**src/pkg/pfs_defines.svh**
```systemverilog
// Register offsets, bit positions and reset values of the flag and status bank
`ifndef PFS_DEFINES_SVH
`define PFS_DEFINES_SVH

`define PFS_ADDR_W 8
`define PFS_OFF_FLAGS 8'h2C
`define PFS_OFF_STATE 8'h30
`define PFS_FLAGS_RST 32'h0000_0000
`define PFS_STATE_RST 32'h0000_0001
`define PFS_ZERO32 32'h0000_0000

// Event flag bit positions
`define PFS_F_CH 16
`define PFS_F_HARD 14
`define PFS_F_SOFT_B 13
`define PFS_F_SOFT_A 12
`define PFS_F_DBG 11
`define PFS_F_ERR 3
`define PFS_F_CNT 2
`define PFS_F_TRG 1
`define PFS_F_WRAP 0

// Timer state bit positions
`define PFS_S_LVL 24
`define PFS_S_BV 16
`define PFS_S_HARD 14
`define PFS_S_SOFT_B 13
`define PFS_S_SOFT_A 12
`define PFS_S_IN_HARD1 11
`define PFS_S_IN_HARD0 10
`define PFS_S_IN_SOFT_B 9
`define PFS_S_IN_SOFT_A 8
`define PFS_S_PERIOD_BUFFER_VALID 7
`define PFS_S_WAVEFORM_BUFFER_VALID 6
`define PFS_S_PATTERN_BUFFER_VALID 5
`define PFS_S_DBG 3
`define PFS_S_IDX 1
`define PFS_S_STOP 0

// Synchronised trip pin order
`define PFS_PIN_SOFT_A 0
`define PFS_PIN_SOFT_B 1
`define PFS_PIN_HARD0 2
`define PFS_PIN_HARD1 3

`endif

```
**src/pkg/pfs_pkg.sv**
```systemverilog
// Types carried between the timer core and the flag and status bank
`default_nettype none
package pfs_pkg;

    // One-cycle event pulses from the timer core, all on clk_sys
    typedef struct packed {
        logic [3:0] chan_match;
        logic [3:0] chan_capture;
        logic [3:0] chan_cc_read;
        logic [3:0] chan_buf_write;
        logic [1:0] hard_trip;
        logic soft_trip_b;
        logic soft_trip_a;
        logic soft_b_resume;
        logic soft_a_resume;
        logic debug_enter;
        logic counter_evt;
        logic retrigger;
        logic wrap;
        logic update;
        logic stop_cmd;
        logic count_step;
        logic per_buf_write;
        logic wave_buf_write;
        logic patt_buf_write;
    } pfs_evt_t;

    // Configuration and live levels from the timer core
    typedef struct packed {
        logic [3:0] capture_mode;
        logic [3:0] chan_output_level;
        logic lock_update;
        logic oneshot;
        logic two_phase_ramp;
        logic cycle_b;
        logic debug_mode;
        logic soft_a_sw_halt;
        logic soft_b_sw_halt;
        logic [31:0] irq_enable;
    } pfs_cfg_t;

endpackage : pfs_pkg
`default_nettype wire

```
**src/logic/pfs_regs.sv**
```systemverilog
// Event flag and timer state registers of the PWM control timer
`timescale 1ns/1ps
`default_nettype none
`include "pfs_defines.svh"

module pfs_regs (
    input wire logic clk_sys,
    input wire logic arst_n,
    input wire logic [`PFS_ADDR_W-1:0] bus_addr,
    input wire logic [31:0] bus_wdata,
    input wire logic bus_wr,
    input wire logic bus_rd,
    output logic [31:0] bus_rdata,
    input wire logic count_tick,
    input wire pfs_pkg::pfs_evt_t evt,
    input wire pfs_pkg::pfs_cfg_t cfg,
    input wire logic [3:0] trip_pin,
    output logic irq,
    output logic [1:0] hard_trip_state,
    output logic hard_trip_resume,
    output logic [1:0] soft_trip_release
);

    logic [31:0] flags_reg;
    logic [31:0] flags_next;
    logic [31:0] pend_reg;
    logic [31:0] pend_next;
    logic [31:0] delayed_set;
    logic [31:0] direct_set;
    logic [31:0] flag_clr;
    logic [3:0] pin_meta_reg;
    logic [3:0] pin_sync_reg;
    logic [3:0] lvl_reg;
    logic [3:0] bv_reg;
    logic [1:0] hard_reg;
    logic soft_a_reg;
    logic soft_b_reg;
    logic per_bv_reg;
    logic wave_bv_reg;
    logic patt_bv_reg;
    logic dbg_reg;
    logic idx_reg;
    logic stop_reg;
    logic [31:0] rdata_reg;
    logic irq_reg;
    logic resume_reg;
    logic [1:0] release_reg;
    logic wr_flags;
    logic wr_state;
    logic [31:0] state_rd;
    logic [1:0] hard_clr;
    logic soft_a_clr;
    logic soft_b_clr;

    assign wr_flags = bus_wr && (bus_addr == `PFS_OFF_FLAGS);
    assign wr_state = bus_wr && (bus_addr == `PFS_OFF_STATE);

    // Trip pins arrive from outside; two stages before anything reads them
    always_ff @(posedge clk_sys or negedge arst_n)
    begin
        if (!arst_n)
        begin
            pin_meta_reg <= 4'h0;
            pin_sync_reg <= 4'h0;
        end
        else
        begin
            pin_meta_reg <= trip_pin;
            pin_sync_reg <= pin_meta_reg;
        end
    end

    // Events that set their flag on the counter tick after they happen
    always_comb
    begin
        delayed_set = `PFS_ZERO32;
        delayed_set[`PFS_F_CH +: 4] = evt.chan_match | evt.chan_capture;
        delayed_set[`PFS_F_HARD +: 2] = evt.hard_trip;
        delayed_set[`PFS_F_SOFT_B] = evt.soft_trip_b;
        delayed_set[`PFS_F_SOFT_A] = evt.soft_trip_a;
        delayed_set[`PFS_F_DBG] = evt.debug_enter;
        delayed_set[`PFS_F_CNT] = evt.counter_evt;
        delayed_set[`PFS_F_TRG] = evt.retrigger;
        delayed_set[`PFS_F_WRAP] = evt.wrap;
    end

    // A capture finding its flag still up has nowhere to go
    always_comb
    begin
        direct_set = `PFS_ZERO32;
        direct_set[`PFS_F_ERR] = |(evt.chan_capture & flags_reg[`PFS_F_CH +: 4]);
    end

    always_comb
    begin
        flag_clr = wr_flags ? bus_wdata : `PFS_ZERO32;
        flag_clr[`PFS_F_CH +: 4] = flag_clr[`PFS_F_CH +: 4]
            | (evt.chan_cc_read & cfg.capture_mode);
    end

    // Pending events wait for the tick; an event on the tick waits for the next one
    assign pend_next = (pend_reg & ~{32{count_tick}}) | delayed_set;
    assign flags_next = (flags_reg & ~flag_clr)
        | (pend_reg & {32{count_tick}}) | direct_set;

    always_ff @(posedge clk_sys or negedge arst_n)
    begin
        if (!arst_n)
        begin
            pend_reg <= `PFS_ZERO32;
            flags_reg <= `PFS_FLAGS_RST;
        end
        else
        begin
            pend_reg <= pend_next;
            flags_reg <= flags_next;
        end
    end

    // Registered from the next flag value so the request tracks the flags exactly
    always_ff @(posedge clk_sys or negedge arst_n)
    begin
        if (!arst_n)
            irq_reg <= 1'b0;
        else
            irq_reg <= |(flags_next & cfg.irq_enable);
    end

    // Channel buffer valid bits
    always_ff @(posedge clk_sys or negedge arst_n)
    begin
        if (!arst_n)
            bv_reg <= 4'h0;
        else
        begin
            for (int i = 0; i < 4; i++)
            begin
                if (cfg.capture_mode[i])
                begin
                    if (evt.chan_capture[i])
                        bv_reg[i] <= 1'b1;
                    else if (evt.chan_cc_read[i])
                        bv_reg[i] <= 1'b0;
                end
                else
                begin
                    if (evt.chan_buf_write[i])
                        bv_reg[i] <= 1'b1;
                    else if (evt.update
                        || (wr_state && bus_wdata[`PFS_S_BV + i] && cfg.lock_update))
                        bv_reg[i] <= 1'b0;
                end
            end
        end
    end

    // Period, waveform and pattern buffer valid bits
    always_ff @(posedge clk_sys or negedge arst_n)
    begin
        if (!arst_n)
        begin
            per_bv_reg <= 1'b0;
            wave_bv_reg <= 1'b0;
            patt_bv_reg <= 1'b0;
        end
        else
        begin
            per_bv_reg <= evt.per_buf_write | (per_bv_reg
                & ~(evt.update & cfg.lock_update)
                & ~(wr_state & bus_wdata[`PFS_S_PERIOD_BUFFER_VALID]));
            wave_bv_reg <= evt.wave_buf_write | (wave_bv_reg
                & ~(evt.update & cfg.lock_update)
                & ~(wr_state & bus_wdata[`PFS_S_WAVEFORM_BUFFER_VALID]));
            patt_bv_reg <= evt.patt_buf_write | (patt_bv_reg
                & ~(evt.update & cfg.lock_update)
                & ~(wr_state & bus_wdata[`PFS_S_PATTERN_BUFFER_VALID]));
        end
    end

    // Trip states: set at once, software clear only once the input has gone
    assign hard_clr[0] = wr_state && bus_wdata[`PFS_S_HARD]
        && !pin_sync_reg[`PFS_PIN_HARD0];
    assign hard_clr[1] = wr_state && bus_wdata[`PFS_S_HARD + 1]
        && !pin_sync_reg[`PFS_PIN_HARD1];
    assign soft_a_clr = evt.soft_a_resume || (wr_state && bus_wdata[`PFS_S_SOFT_A]
        && !pin_sync_reg[`PFS_PIN_SOFT_A]);
    assign soft_b_clr = evt.soft_b_resume || (wr_state && bus_wdata[`PFS_S_SOFT_B]
        && !pin_sync_reg[`PFS_PIN_SOFT_B]);

    always_ff @(posedge clk_sys or negedge arst_n)
    begin
        if (!arst_n)
        begin
            hard_reg <= 2'b00;
            soft_a_reg <= 1'b0;
            soft_b_reg <= 1'b0;
        end
        else
        begin
            hard_reg <= evt.hard_trip | (hard_reg & ~hard_clr);
            soft_a_reg <= evt.soft_trip_a | (soft_a_reg & ~soft_a_clr);
            soft_b_reg <= evt.soft_trip_b | (soft_b_reg & ~soft_b_clr);
        end
    end

    // Pulses back to the counter; it keeps its count, restart is software's job
    always_ff @(posedge clk_sys or negedge arst_n)
    begin
        if (!arst_n)
        begin
            resume_reg <= 1'b0;
            release_reg <= 2'b00;
        end
        else
        begin
            resume_reg <= |(hard_reg & hard_clr & ~evt.hard_trip);
            release_reg[0] <= soft_a_reg && soft_a_clr && !evt.soft_trip_a
                && cfg.soft_a_sw_halt;
            release_reg[1] <= soft_b_reg && soft_b_clr && !evt.soft_trip_b
                && cfg.soft_b_sw_halt;
        end
    end

    // Debug halt state, stopped bit, ramp index and mirrored output levels
    always_ff @(posedge clk_sys or negedge arst_n)
    begin
        if (!arst_n)
        begin
            dbg_reg <= 1'b0;
            stop_reg <= 1'b1;
            idx_reg <= 1'b0;
            lvl_reg <= 4'h0;
        end
        else
        begin
            dbg_reg <= evt.debug_enter | (dbg_reg
                & ~(wr_state & bus_wdata[`PFS_S_DBG] & ~cfg.debug_mode));
            stop_reg <= evt.stop_cmd | (evt.update & cfg.oneshot)
                | (stop_reg & ~evt.count_step);
            idx_reg <= cfg.two_phase_ramp & cfg.cycle_b;
            lvl_reg <= cfg.chan_output_level;
        end
    end

    always_comb
    begin
        state_rd = `PFS_ZERO32;
        state_rd[`PFS_S_LVL +: 4] = lvl_reg;
        state_rd[`PFS_S_BV +: 4] = bv_reg;
        state_rd[`PFS_S_HARD +: 2] = hard_reg;
        state_rd[`PFS_S_SOFT_B] = soft_b_reg;
        state_rd[`PFS_S_SOFT_A] = soft_a_reg;
        state_rd[`PFS_S_IN_HARD1] = pin_sync_reg[`PFS_PIN_HARD1];
        state_rd[`PFS_S_IN_HARD0] = pin_sync_reg[`PFS_PIN_HARD0];
        state_rd[`PFS_S_IN_SOFT_B] = pin_sync_reg[`PFS_PIN_SOFT_B];
        state_rd[`PFS_S_IN_SOFT_A] = pin_sync_reg[`PFS_PIN_SOFT_A];
        state_rd[`PFS_S_PERIOD_BUFFER_VALID] = per_bv_reg;
        state_rd[`PFS_S_WAVEFORM_BUFFER_VALID] = wave_bv_reg;
        state_rd[`PFS_S_PATTERN_BUFFER_VALID] = patt_bv_reg;
        state_rd[`PFS_S_DBG] = dbg_reg;
        state_rd[`PFS_S_IDX] = idx_reg;
        state_rd[`PFS_S_STOP] = stop_reg;
    end

    // Read data stand for exactly one cycle; unmapped addresses read zero
    always_ff @(posedge clk_sys or negedge arst_n)
    begin
        if (!arst_n)
            rdata_reg <= `PFS_ZERO32;
        else if (bus_rd && bus_addr == `PFS_OFF_FLAGS)
            rdata_reg <= flags_reg;
        else if (bus_rd && bus_addr == `PFS_OFF_STATE)
            rdata_reg <= state_rd;
        else
            rdata_reg <= `PFS_ZERO32;
    end

    assign bus_rdata = rdata_reg;
    assign irq = irq_reg;
    assign hard_trip_state = hard_reg;
    assign hard_trip_resume = resume_reg;
    assign soft_trip_release = release_reg;

endmodule : pfs_regs
`default_nettype wire

```
**config.mk**
```make
export PLATFORM = sky130hd
export DESIGN_NAME = pfs_regs
export DESIGN_NICKNAME = d
export VERILOG_FILES = /design/src/pkg/pfs_pkg.sv /design/src/logic/pfs_regs.sv
export VERILOG_INCLUDE_DIRS = /design/src /design/src/pkg
export SDC_FILE = /design/constraint.sdc
export NUM_CORES = 1
export LEC_CHECK = 0
export BUFFER_PORTS_ARGS = -buffer_cell sky130_fd_sc_hd__buf_2
export CORE_MARGIN = 4
export CORE_UTILIZATION = 30
export DETAILED_ROUTE_END_ITERATION = 12
export HOLD_SLACK_MARGIN = 0.06
export PLACE_DENSITY_LB_ADDON = 0.3
export SLEW_MARGIN = 15
export SYNTH_ARGS = -nofsm -noshare
export SYNTH_HDL_FRONTEND = slang
export SYNTH_SLANG_ARGS = --single-unit
```
**constraint.sdc**
```tcl
create_clock -name clk_sys -period 2.2 [get_ports clk_sys]
set_input_delay 0 -clock clk_sys [delete_from_list [all_inputs] [get_ports clk_sys]]
set_output_delay 0 -clock clk_sys [all_outputs]
set_load 0.03 [all_outputs]
```
After elaboration in Yosys (flattened, before gate mapping)
Index checks and enable logic that the tools add are counted.
{ "word_totals": {"elab_cells": 154, "regBits": 126, "output_inout_bits": 38, "in_bits": 128} }
{ "classes": {"n_eq_ne": 6, "muxes": 23, "bitwise": 54, "n_reduce_logical": 49} }
{ "op_table": {"columns": ["cell", "n"], "rows": [
  ["$and 32x32->32", 4],
  ["$mux 32", 2],
  ["$not 32->32", 2],
  ["$or 32x20->32", 1],
  ["$or 32x32->32", 1],
  ["$or 32x4->32", 1],
  ["$reduce_or 32->1", 1],
  ["$mux 28", 1],
  ["$logic_and 1x1->1", 26],
  ["$mux 1", 20],
  ["$and 1x1->1", 18],
  ["$eq 8x6->1 const B", 2],
  ["$ne 3x3->1 const B", 4],
  ["$reduce_bool 3->1", 4],
  ["$not 1->1", 9],
  ["$and 4x4->4", 2],
  ["$or 1x1->1", 8],
  ["$or 4x4->4", 2],
  ["$reduce_and 2->1", 4],
  ["$and 2x2->2", 3],
  ["$logic_not 1->1", 6],
  ["$logic_or 1x1->1", 6],
  ["$not 2->2", 2],
  ["$reduce_or 4->1", 1],
  ["other kinds (2)", 2]
]} }

Depth between registers and ports, before layout
Gate-level depths: netlist of the first run.
{ "depth": {"word_depth": 10, "depth_mapped": 8, "ltp_nobuf": 6} }

Least setup slack after synthesis of the first run
OpenSTA, ideal clock, no wires.
{ "synth_timing": {"path_type": "in2reg", "start": "in bus_addr[6]", "end": "reg irq_reg, in the netlist irq", "setup_ns": 0.145, "slack_ns": 0.593, "cell_stages": 7, "arrival_time_ns": 1.462, "t_required_ns": 2.055, "path_buffers": 1, "path_cell_list": "nor4b_4 -> buf_6 -> nand2_4 -> or3_1 -> a32o_1 -> a2111oi_2 -> nand4_1"} }
{ "synth_via": {"elab_chain_len": 10} }
{ "synth_rtl": {"columns": ["item", "line_no", "text"], "rows": [
  ["start, declared", "pfs_regs.sv:9", "input wire logic [`PFS_ADDR_W-1:0] bus_addr,"],
  ["$eq 8x6->1 (no source line) *", null, null],
  ["$logic_and 1x1->1 *", "pfs_regs.sv:55", "assign wr_flags = bus_wr && (bus_addr == `PFS_OFF_FLAGS);"],
  ["$mux 32 (no source line) *", null, null],
  ["$or 4x4->4", "pfs_regs.sv:97", "flag_clr[`PFS_F_CH +: 4] = flag_clr[`PFS_F_CH +: 4]"],
  ["$not 32->32 *", "pfs_regs.sv:103", "assign flags_next = (flags_reg & ~flag_clr)"],
  ["$and 32x32->32 *", "pfs_regs.sv:103", null],
  ["$or 32x32->32 *", "pfs_regs.sv:104", "| (pend_reg & {32{count_tick}}) | direct_set;"],
  ["$or 32x4->32 *", "pfs_regs.sv:104", null],
  ["$and 32x32->32 *", "pfs_regs.sv:126", "irq_reg <= |(flags_next & cfg.irq_enable);"],
  ["$reduce_or 32->1 *", "pfs_regs.sv:126", null],
  ["end signal, assigned", "pfs_regs.sv:126", null],
  ["end, declared", "pfs_regs.sv:45", "logic irq_reg;"]
]} }
Every way passes the cells marked *; elsewhere a longest branch is shown, timed or not.
A chain may end at the register's enable or synchronous reset.

Worst setup path after layout of the first run
{ "layout_timing": {"start": "in count_tick", "end": "reg irq_reg, in the netlist irq"} }
{ "layout_via": {"elab_chain_len": 5} }
{ "layout_rtl": {"columns": ["item", "line_no", "text"], "rows": [
  ["start, declared", "pfs_regs.sv:14", "input wire logic count_tick,"],
  ["$and 32x32->32", "pfs_regs.sv:104", null],
  ["$or 32x32->32", "pfs_regs.sv:104", null],
  ["$or 32x4->32", "pfs_regs.sv:104", null],
  ["$and 32x32->32", "pfs_regs.sv:126", null],
  ["$reduce_or 32->1", "pfs_regs.sv:126", null]
]} }
Every way passes these cells.

==> results.json, run 1 <==
{
  "status": "finished, final reports clean",
  "place.gp.congestion": 0.863,
  "yosys.cell_types.count": 47,
  "postRouteAntennaNets": 0,
  "netSwitchingPower_mw": 1.31,
  "power.leakage_nw": 3.94,
  "critPathKind": "input port to register",
  "totalWireLength_mm": 17.1,
  "pwr-share-seq_pct": 41.2,
  "combinationalPowerShare_pct": 9.2,
  "dr_total_vias": 4696,
  "power.switching_fraction_pct": 22.5,
  "syn_to_final_growth_pct": 56.4,
  "critical_path.max_fanout": 12,
  "edff_count_synth": 0,
  "hpwl_detailed_mm": 11.9,
  "worst_hold_path_type": "input port to register",
  "rsz0062_at_grt": "no",
  "place.port_buffers": 165,
  "initialDrtViolationCount": 251,
  "synth_flop_cell": "dfrtp_1",
  "final-hold-violation-count": 0,
  "ys.warnings.count": 0,
  "synth.cell_area_sq_um": 5120,
  "grt_overflow": 0,
  "core_region_area_sq_um": 16600,
  "postSynth.asyncResetShare_pct": 100,
  "floorplan.io_pins": 166,
  "yosys_register_bits": 126,
  "grt_usage_pct": 18.0,
  "grt_first_pass_wirelength_mm": 27.0,
  "initial_core_util_pct": 30.8,
  "cts_tree": "yes",
  "worst_ep_arrival_time_ns": 2.31,
  "endpoint_kind": "register",
  "layout_worst_path_cycle_share_pct": 92.8,
  "cts_made_buffers": 17,
  "final_net_count": 877,
  "fin_worst_skew_ns": 0.00573,
  "cp.required_ns": 2.47,
  "grt_antenna_before_repair": 0,
  "placedCellCount": 839,
  "vias_per_cell": 4.79,
  "cts.root.buffer_cell": "clkbuf_16",
  "final_layout_size_suffix_gt1_share_pct": 29.3,
  "layout_min_cycle_time_ns": 2.04,
  "ctsLongestPathBuffers": 2,
  "postSynthNetCount": 587,
  "finalMaxSlewViolations": 0,
  "worst-slew-pin-transition_ns": 0.678,
  "clkTransAtPathRegs_ns": 0.06,
  "yosysSeqAreaShare_pct": 61.6,
  "clock_power_share_pct": 49.6,
  "slew_headroom_pct": 54.8,
  "final_critical_path_setup_slack_ns": 0.159,
  "fmaxAchievable_ghz": 0.490,
  "post_drt_wl_per_cell_um": 17.4,
  "grt_max_degree": 127,
  "clock_latency_ns": 0.42,
  "synthesis.area_per_instance_sq_um": 11.2,
  "floorplan.die_area_sq_um": 19200,
  "rows": 47,
  "via_count_of_the_first_global_routing_pass": 5084,
  "die_w_um": 139,
  "postSynthCellCount": 459,
  "cts_setup_buffers": 0,
  "stdcell_count": 981,
  "setup_tns_ns": 0,
  "internal_power_mw": 4.52,
  "cap_viol_max_count": 0,
  "power.density_nw_per_um2": 728,
  "start_kind": "input port",
  "cts-htree-levels": 4,
  "dpl_worst_slack_ns": 0.0795,
  "clock_sink_count": 126,
  "firstDrtPassIters": 4,
  "antenna-diode-count": 0,
  "total_of_endpoints_with_negative_setup_slack_in_the_final_report": 0,
  "dieHeight_um": 139,
  "power.ir.vdd_worst_mv": 0.534,
  "detail_route.drc_violations": 0
}
[timing repair]
item,in CTS,in global routing
hold buffers,110,1
setup endpoints to repair,0,1
gates resized for setup,0,1
endpoints found under the hold margin,199,1
[power groups by stage]
stage	Combinational, mW	Clock (mW)	Sequential, mW
finish	0.535	2.89	2.40
global route	0.588	3.07	2.41
CTS	0.534	2.95	2.40
detailed placement	0.375	0	2.44
global placement	0.371	0	2.44
floorplan	0.125	0	2.44
[through the flow]
| stage | total power, mW | hold WS, ns | area (sq um) | utilization [%] |
|---|---|---|---|---|
| 2_1_floorplan | 2.56 | -0.296 | 5120 | - |
| 3_3_place_gp | 2.81 | 0.108 | 6290 | 37.8 |
| 3_5_place_dp | 2.82 | 0.110 | 6290 | 37.8 |
| 4_1_cts | 5.89 | 0.0630 | 8000 | 48.1 |
| 5_1_grt | 6.06 | 0.0662 | 8010 | 48.1 |
| 6_report | 5.83 | 0.0750 | 8010 | 48.1 |
[per-layer routing]
layer	part of all wire [%]	wire (um)	GRT usage, %	vias to the layer above
li1	-	-	-	2219
met1	44	7610	23.2	2266
met2	47	8070	28.8	180
met3	6.3	1070	5.83	31
met4	2.0	344	6.02	0
met5	0	0	0	-
[synth_stat cells (2+ instances only)]
cell type | n | area (sq um)
a22oi_1 | 3 | 22.5
inv_1 | 27 | 101
buf_2 | 4 | 20.0
a221o_1 | 2 | 20.0
and3_1 | 3 | 18.8
and2_1 | 11 | 68.8
nor3_1 | 8 | 40.0
nand3b_1 | 4 | 30.0
nand4_1 | 10 | 62.6
a41oi_1 | 2 | 17.5
a21oi_1 | 22 | 110
a21o_1 | 16 | 120
a32o_1 | 3 | 30.0
clkbuf_1 | 12 | 45.0
nand3_1 | 8 | 40.0
dfrtp_1 | 125 | 3130
o211ai_1 | 4 | 30.0
nand2b_1 | 7 | 43.8
a31o_2 | 3 | 26.3
a22o_1 | 32 | 280
a31oi_1 | 2 | 12.5
o21ai_0 | 7 | 35.0
a311o_1 | 7 | 70.1
nor2b_1 | 21 | 131
a311oi_1 | 6 | 52.6
o21a_1 | 3 | 22.5
nor2_1 | 9 | 33.8
buf_1 | 2 | 7.51
nand2_1 | 75 | 282
a2111oi_0 | 2 | 17.5
a211o_1 | 3 | 26.3
[final cells by class]
cell class | instances | area [sq um]
clock buffer | 20 | 467
clock inverter | 11 | 140
fill | 1519 | 8630
inverter | 27 | 101
multi-input combinational | 286 | 1780
sequential | 126 | 3150
tap | 220 | 275
timing repair buffer | 291 | 2090
[path summary, 6_finish.rpt]
path / startpoint / end / slack [ns] / cells after the start
worst max-delay path: count_tick / irq$_DFF_PN0_ / 0.16 / 9
worst min-delay path: bus_addr[4] / bus_rdata[31]$_DFF_PN0_ / 0.08 / 3
max in group asynchronous: arst_n / bv_reg[2]$_DFFE_PN0P_ / 1.47 / 3
min in group asynchronous: arst_n / lvl_reg[2]$_DFF_PN0_ / 0.21 / 3
worst max register to register: flags_reg[16]$_DFF_PN0_ / flags_reg[3]$_DFF_PN0_ / 0.34 / 4
worst min register to register: pin_meta_reg[1]$_DFF_PN0_ / pin_sync_reg[1]$_DFF_PN0_ / 0.35 / 0
[cells by family after synthesis]
logic type / count (synthesis) / share of synthesized area [%]
AO/OA/AOI/OAI: 123 / 18.6
flip-flops: 126 / 61.6
buffers and inverters: 47 / 3.76
AND/OR/NAND/NOR: 163 / 16.0
[worst max-delay path, cell delays in order]
cell	delay, ns
dlygate4sd3_1	0.54
buf_2	0.20
buf_4	0.21
inv_1	0.23
o21ai_0	0.15
o211ai_1	0.28
nand4_1	0.14
a2111oi_1	0.40
nand4_1	0.15
[layout by cell type (no fill, tap or decap), types with 4 or more instances in the layout]
cell and n:
a21o_1 16, a21oi_1 22, a22o_1 32, a311o_1 7
a311oi_1 6, and2_1 11, buf_2 164, buf_4 13
clkbuf_16 17, clkinv_2 5, dfrtp_1 125, dlygate4sd3_1 111
inv_1 27, nand2_1 75, nand2b_1 7, nand3_1 8
nand3b_1 4, nand4_1 10, nor2_1 7, nor2b_1 21
nor3_1 8, o211ai_1 4, o21ai_0 7
Note: power is estimated with default switching activity, not from simulation.
==> run 2, diff against run 1 <==
--- a/config.mk
+++ b/config.mk
@@ -6,6 +6,7 @@
 export SDC_FILE = /design/constraint.sdc
 export NUM_CORES = 1
 export LEC_CHECK = 0
+export ABC_AREA = 1
 export BUFFER_PORTS_ARGS = -buffer_cell sky130_fd_sc_hd__buf_2
 export CORE_MARGIN = 4
 export CORE_UTILIZATION = 30
==> run 2 against run 1 <==
First-iteration DRC count down 35%. Highest routed layer unchanged. Via count up 6.9%. Cell count up 14%. Sequential share of layout area down 1.0 points. Critical path type unchanged. Cell area up 2.7%. Register-to-register slack worse by 0.04 ns. Worst setup slack better by 0.029 ns. Area after synthesis up 3.7%. Critical path depth up 2. Largest cell class unchanged.
==> results.json, run 2 <==
{
  "status": "finished, final reports clean",
  "ys.warnings.count": 0,
  "edff_count_synth": 0,
  "vias_per_cell": 4.47,
  "placedCellCount": 961,
  "grt_max_degree": 51,
  "cts_tree": "yes",
  "grt_usage_pct": 17.4,
  "dieHeight_um": 141,
  "hold_ws_ns": 0.0534,
  "yosys.cell_types.count": 30,
  "clock_sink_count": 126,
  "totalWireLength_mm": 17.2,
  "stdcell_count": 1123,
  "worst_ep_arrival_time_ns": 2.32,
  "fmaxAchievable_ghz": 0.497,
  "combinationalPowerShare_pct": 11.8,
  "postSynthNetCount": 715,
  "register_area_sq_um": 3150,
  "postSynth.asyncResetShare_pct": 100,
  "combined_area_of_the_multi_input_logic_cells_sq_um": 1750,
  "internal_power_mw": 4.30,
  "cp.required_ns": 2.50,
  "synth_most_common_cell": "nand2_1",
  "place.gp.congestion": 0.804,
  "clkTransAtPathRegs_ns": 0.06,
  "layout.core_utilization_pct": 47.6,
  "yosysSeqAreaShare_pct": 59.4,
  "cap_viol_max_count": 0,
  "rows": 48,
  "dpl_worst_slack_ns": 0.445,
  "most_frequent_cells_in_the_layout": "nand2_1 (180), buf_2 (163), dlygate4sd3_1 (130)",
  "antenna-diode-count": 0,
  "min_from": "cfg[17]",
  "timing.critical_path.from": "count_tick",
  "via_count_of_the_first_global_routing_pass": 5039,
  "worst_hold_path_type": "input port to register",
  "stdcell_area_sq_um": 8230,
  "endpoint_kind": "register",
  "core_region_area_sq_um": 17300,
  "power.density_nw_per_um2": 696,
  "design_power_total_mw": 5.72,
  "floorplan.die_area_sq_um": 19900,
  "clock_latency_ns": 0.42,
  "final_net_count": 1013,
  "final-hold-violation-count": 0,
  "postRouteAntennaNets": 0,
  "worst-slew-pin-transition_ns": 0.815,
  "fillCellCount": 1666,
  "clock_power_share_pct": 45.4,
  "power.switching_fraction_pct": 24.9,
  "cts-htree-levels": 4,
  "regToRegStartpoint": "flags_reg[16]$_DFF_PN0_",
  "r2r.worst_path.cells": 11,
  "setup_tns_ns": 0,
  "netSwitchingPower_mw": 1.42,
  "postSynthCellCount": 587,
  "initial_core_util_pct": 30.7,
  "floorplan.io_pins": 166,
  "grt_overflow": 0,
  "syn_to_final_growth_pct": 54.9,
  "total_of_endpoints_with_negative_setup_slack_in_the_final_report": 0,
  "post_dp_cell_area_sq_um": 6370,
  "final_layout_size_suffix_gt1_share_pct": 26.4,
  "finalMaxSlewViolations": 0,
  "dr_total_vias": 5020,
  "start_kind": "input port",
  "hpwl_detailed_mm": 11.9,
  "critical_path.max_fanout": 18,
  "holdPathStages": 7,
  "cts_made_buffers": 17,
  "slew_headroom_pct": 45.5,
  "detail_route.drc_violations": 0,
  "synth_largest_area_cell": "dfrtp_1",
  "synth_top_area_share_pct": 58.9,
  "critPathKind": "input port to register",
  "synth.cell_area_sq_um": 5310,
  "firstDrtPassIters": 4,
  "holdPathEnd": "irq$_DFF_PN0_",
  "power.ir.vdd_worst_mv": 0.501,
  "place.port_buffers": 165,
  "die_w_um": 141,
  "ctsLongestPathBuffers": 2,
  "synth_flop_cell": "dfrtp_1",
  "grt_antenna_before_repair": 0,
  "layout_worst_path_cycle_share_pct": 91.5,
  "power.leakage_nw": 4.22,
  "timing.rr.end": "irq$_DFF_PN0_",
  "initialDrtViolationCount": 164,
  "rsz0062_at_grt": "no",
  "mostFrequentLayoutCell": "nand2_1",
  "synthesis.area_per_instance_sq_um": 9.05,
  "grt_first_pass_wirelength_mm": 26.5,
  "final_critical_path_setup_slack_ns": 0.188,
  "fin_worst_skew_ns": 0.00886,
  "regToRegSetupSlack_ns": 0.30,
  "yosys-top-cells-area": "dfrtp_1 (59%), nand2_1 (13%), inv_1 (4.3%)",
  "cts.root.buffer_cell": "clkbuf_16",
  "post_drt_wl_per_cell_um": 15.3,
  "pwr-share-seq_pct": 42.8,
  "ys_top_cells_by_count": "nand2_1 (180), dfrtp_1 (125), inv_1 (61), nor2_1 (50), nand4_1 (33)",
  "yosys_register_bits": 126,
  "layout_min_cycle_time_ns": 2.01
}
-- run 2: cell count changes in the layout (fill, tap and decap cells not counted), moves of 21 or more --
cell     change
nor2_1      +43
nand2_1    +105
nor2b_1     -21
a22o_1      -32
inv_1       +34
nand4_1     +23
-- run 2: metal layers --
layer | track usage, % | part of all wire [%] | up-vias
li1 | - | - | 2472
met1 | 23.0 | 45 | 2359
met2 | 28.2 | 48 | 164
met3 | 4.07 | 5.3 | 25
met4 | 5.76 | 1.8 | 0
met5 | 0 | 0 | -
-- run 2: kinds of logic (layout without fill, tap and decap cells) --
group	count (synthesis)	after routing	synth area share, %
AO/OA/AOI/OAI	56	56	6.60
buffers and inverters	90	401	7.70
flip-flops	126	126	59.4
AND/OR/NAND/NOR	315	315	26.3
-- run 2: worst max-delay path by stage --
stage	endpoint	depth (start not counted)
2_1_floorplan	irq$_DFF_PN0_	10
3_3_place_gp	irq$_DFF_PN0_	14
3_5_place_dp	irq$_DFF_PN0_	14
4_1_cts	irq$_DFF_PN0_	11
5_1_grt	irq$_DFF_PN0_	13
6_report	irq$_DFF_PN0_	11
-- run 2: cell type report --
class	instances	area share [%]
repair buffers	305	27.3
inverters	64	2.94
flip-flops and latches	126	38.3
clock buffers	18	5.22
well taps	225	3.42
clock inverters	14	1.48
multi-input cells	371	21.3
-- run 2: repair_timing --
| item | 4_1_cts | 5_1_grt |
|---|---|---|
| buffers inserted | 0 | 0 |
| endpoints found under the setup margin | 0 | 1 |
| hold endpoints to repair | 201 | 0 |
| resized for setup | 0 | 2 |
| hold buffers | 130 | 0 |
-- run 2: worst max-delay path: stages --
cell	delay (ns)
dlygate4sd3_1	0.54
clkbuf_4	0.26
inv_1	0.30
o21ai_0	0.19
nand2_1	0.08
nand2_1	0.04
dlygate4sd3_1	0.54
nor2_1	0.12
nand2_1	0.07
nor2_1	0.11
nand2_1	0.06
-- run 2: power groups by stage --
stage          Clock [mW]  Sequential [mW]  Combinational [mW]
2_1_floorplan           0             2.48               0.211
3_3_place_gp            0             2.49               0.479
3_5_place_dp            0             2.49               0.481
4_1_cts              2.66             2.45               0.682
5_1_grt              2.76             2.46               0.754
6_report             2.60             2.45               0.678
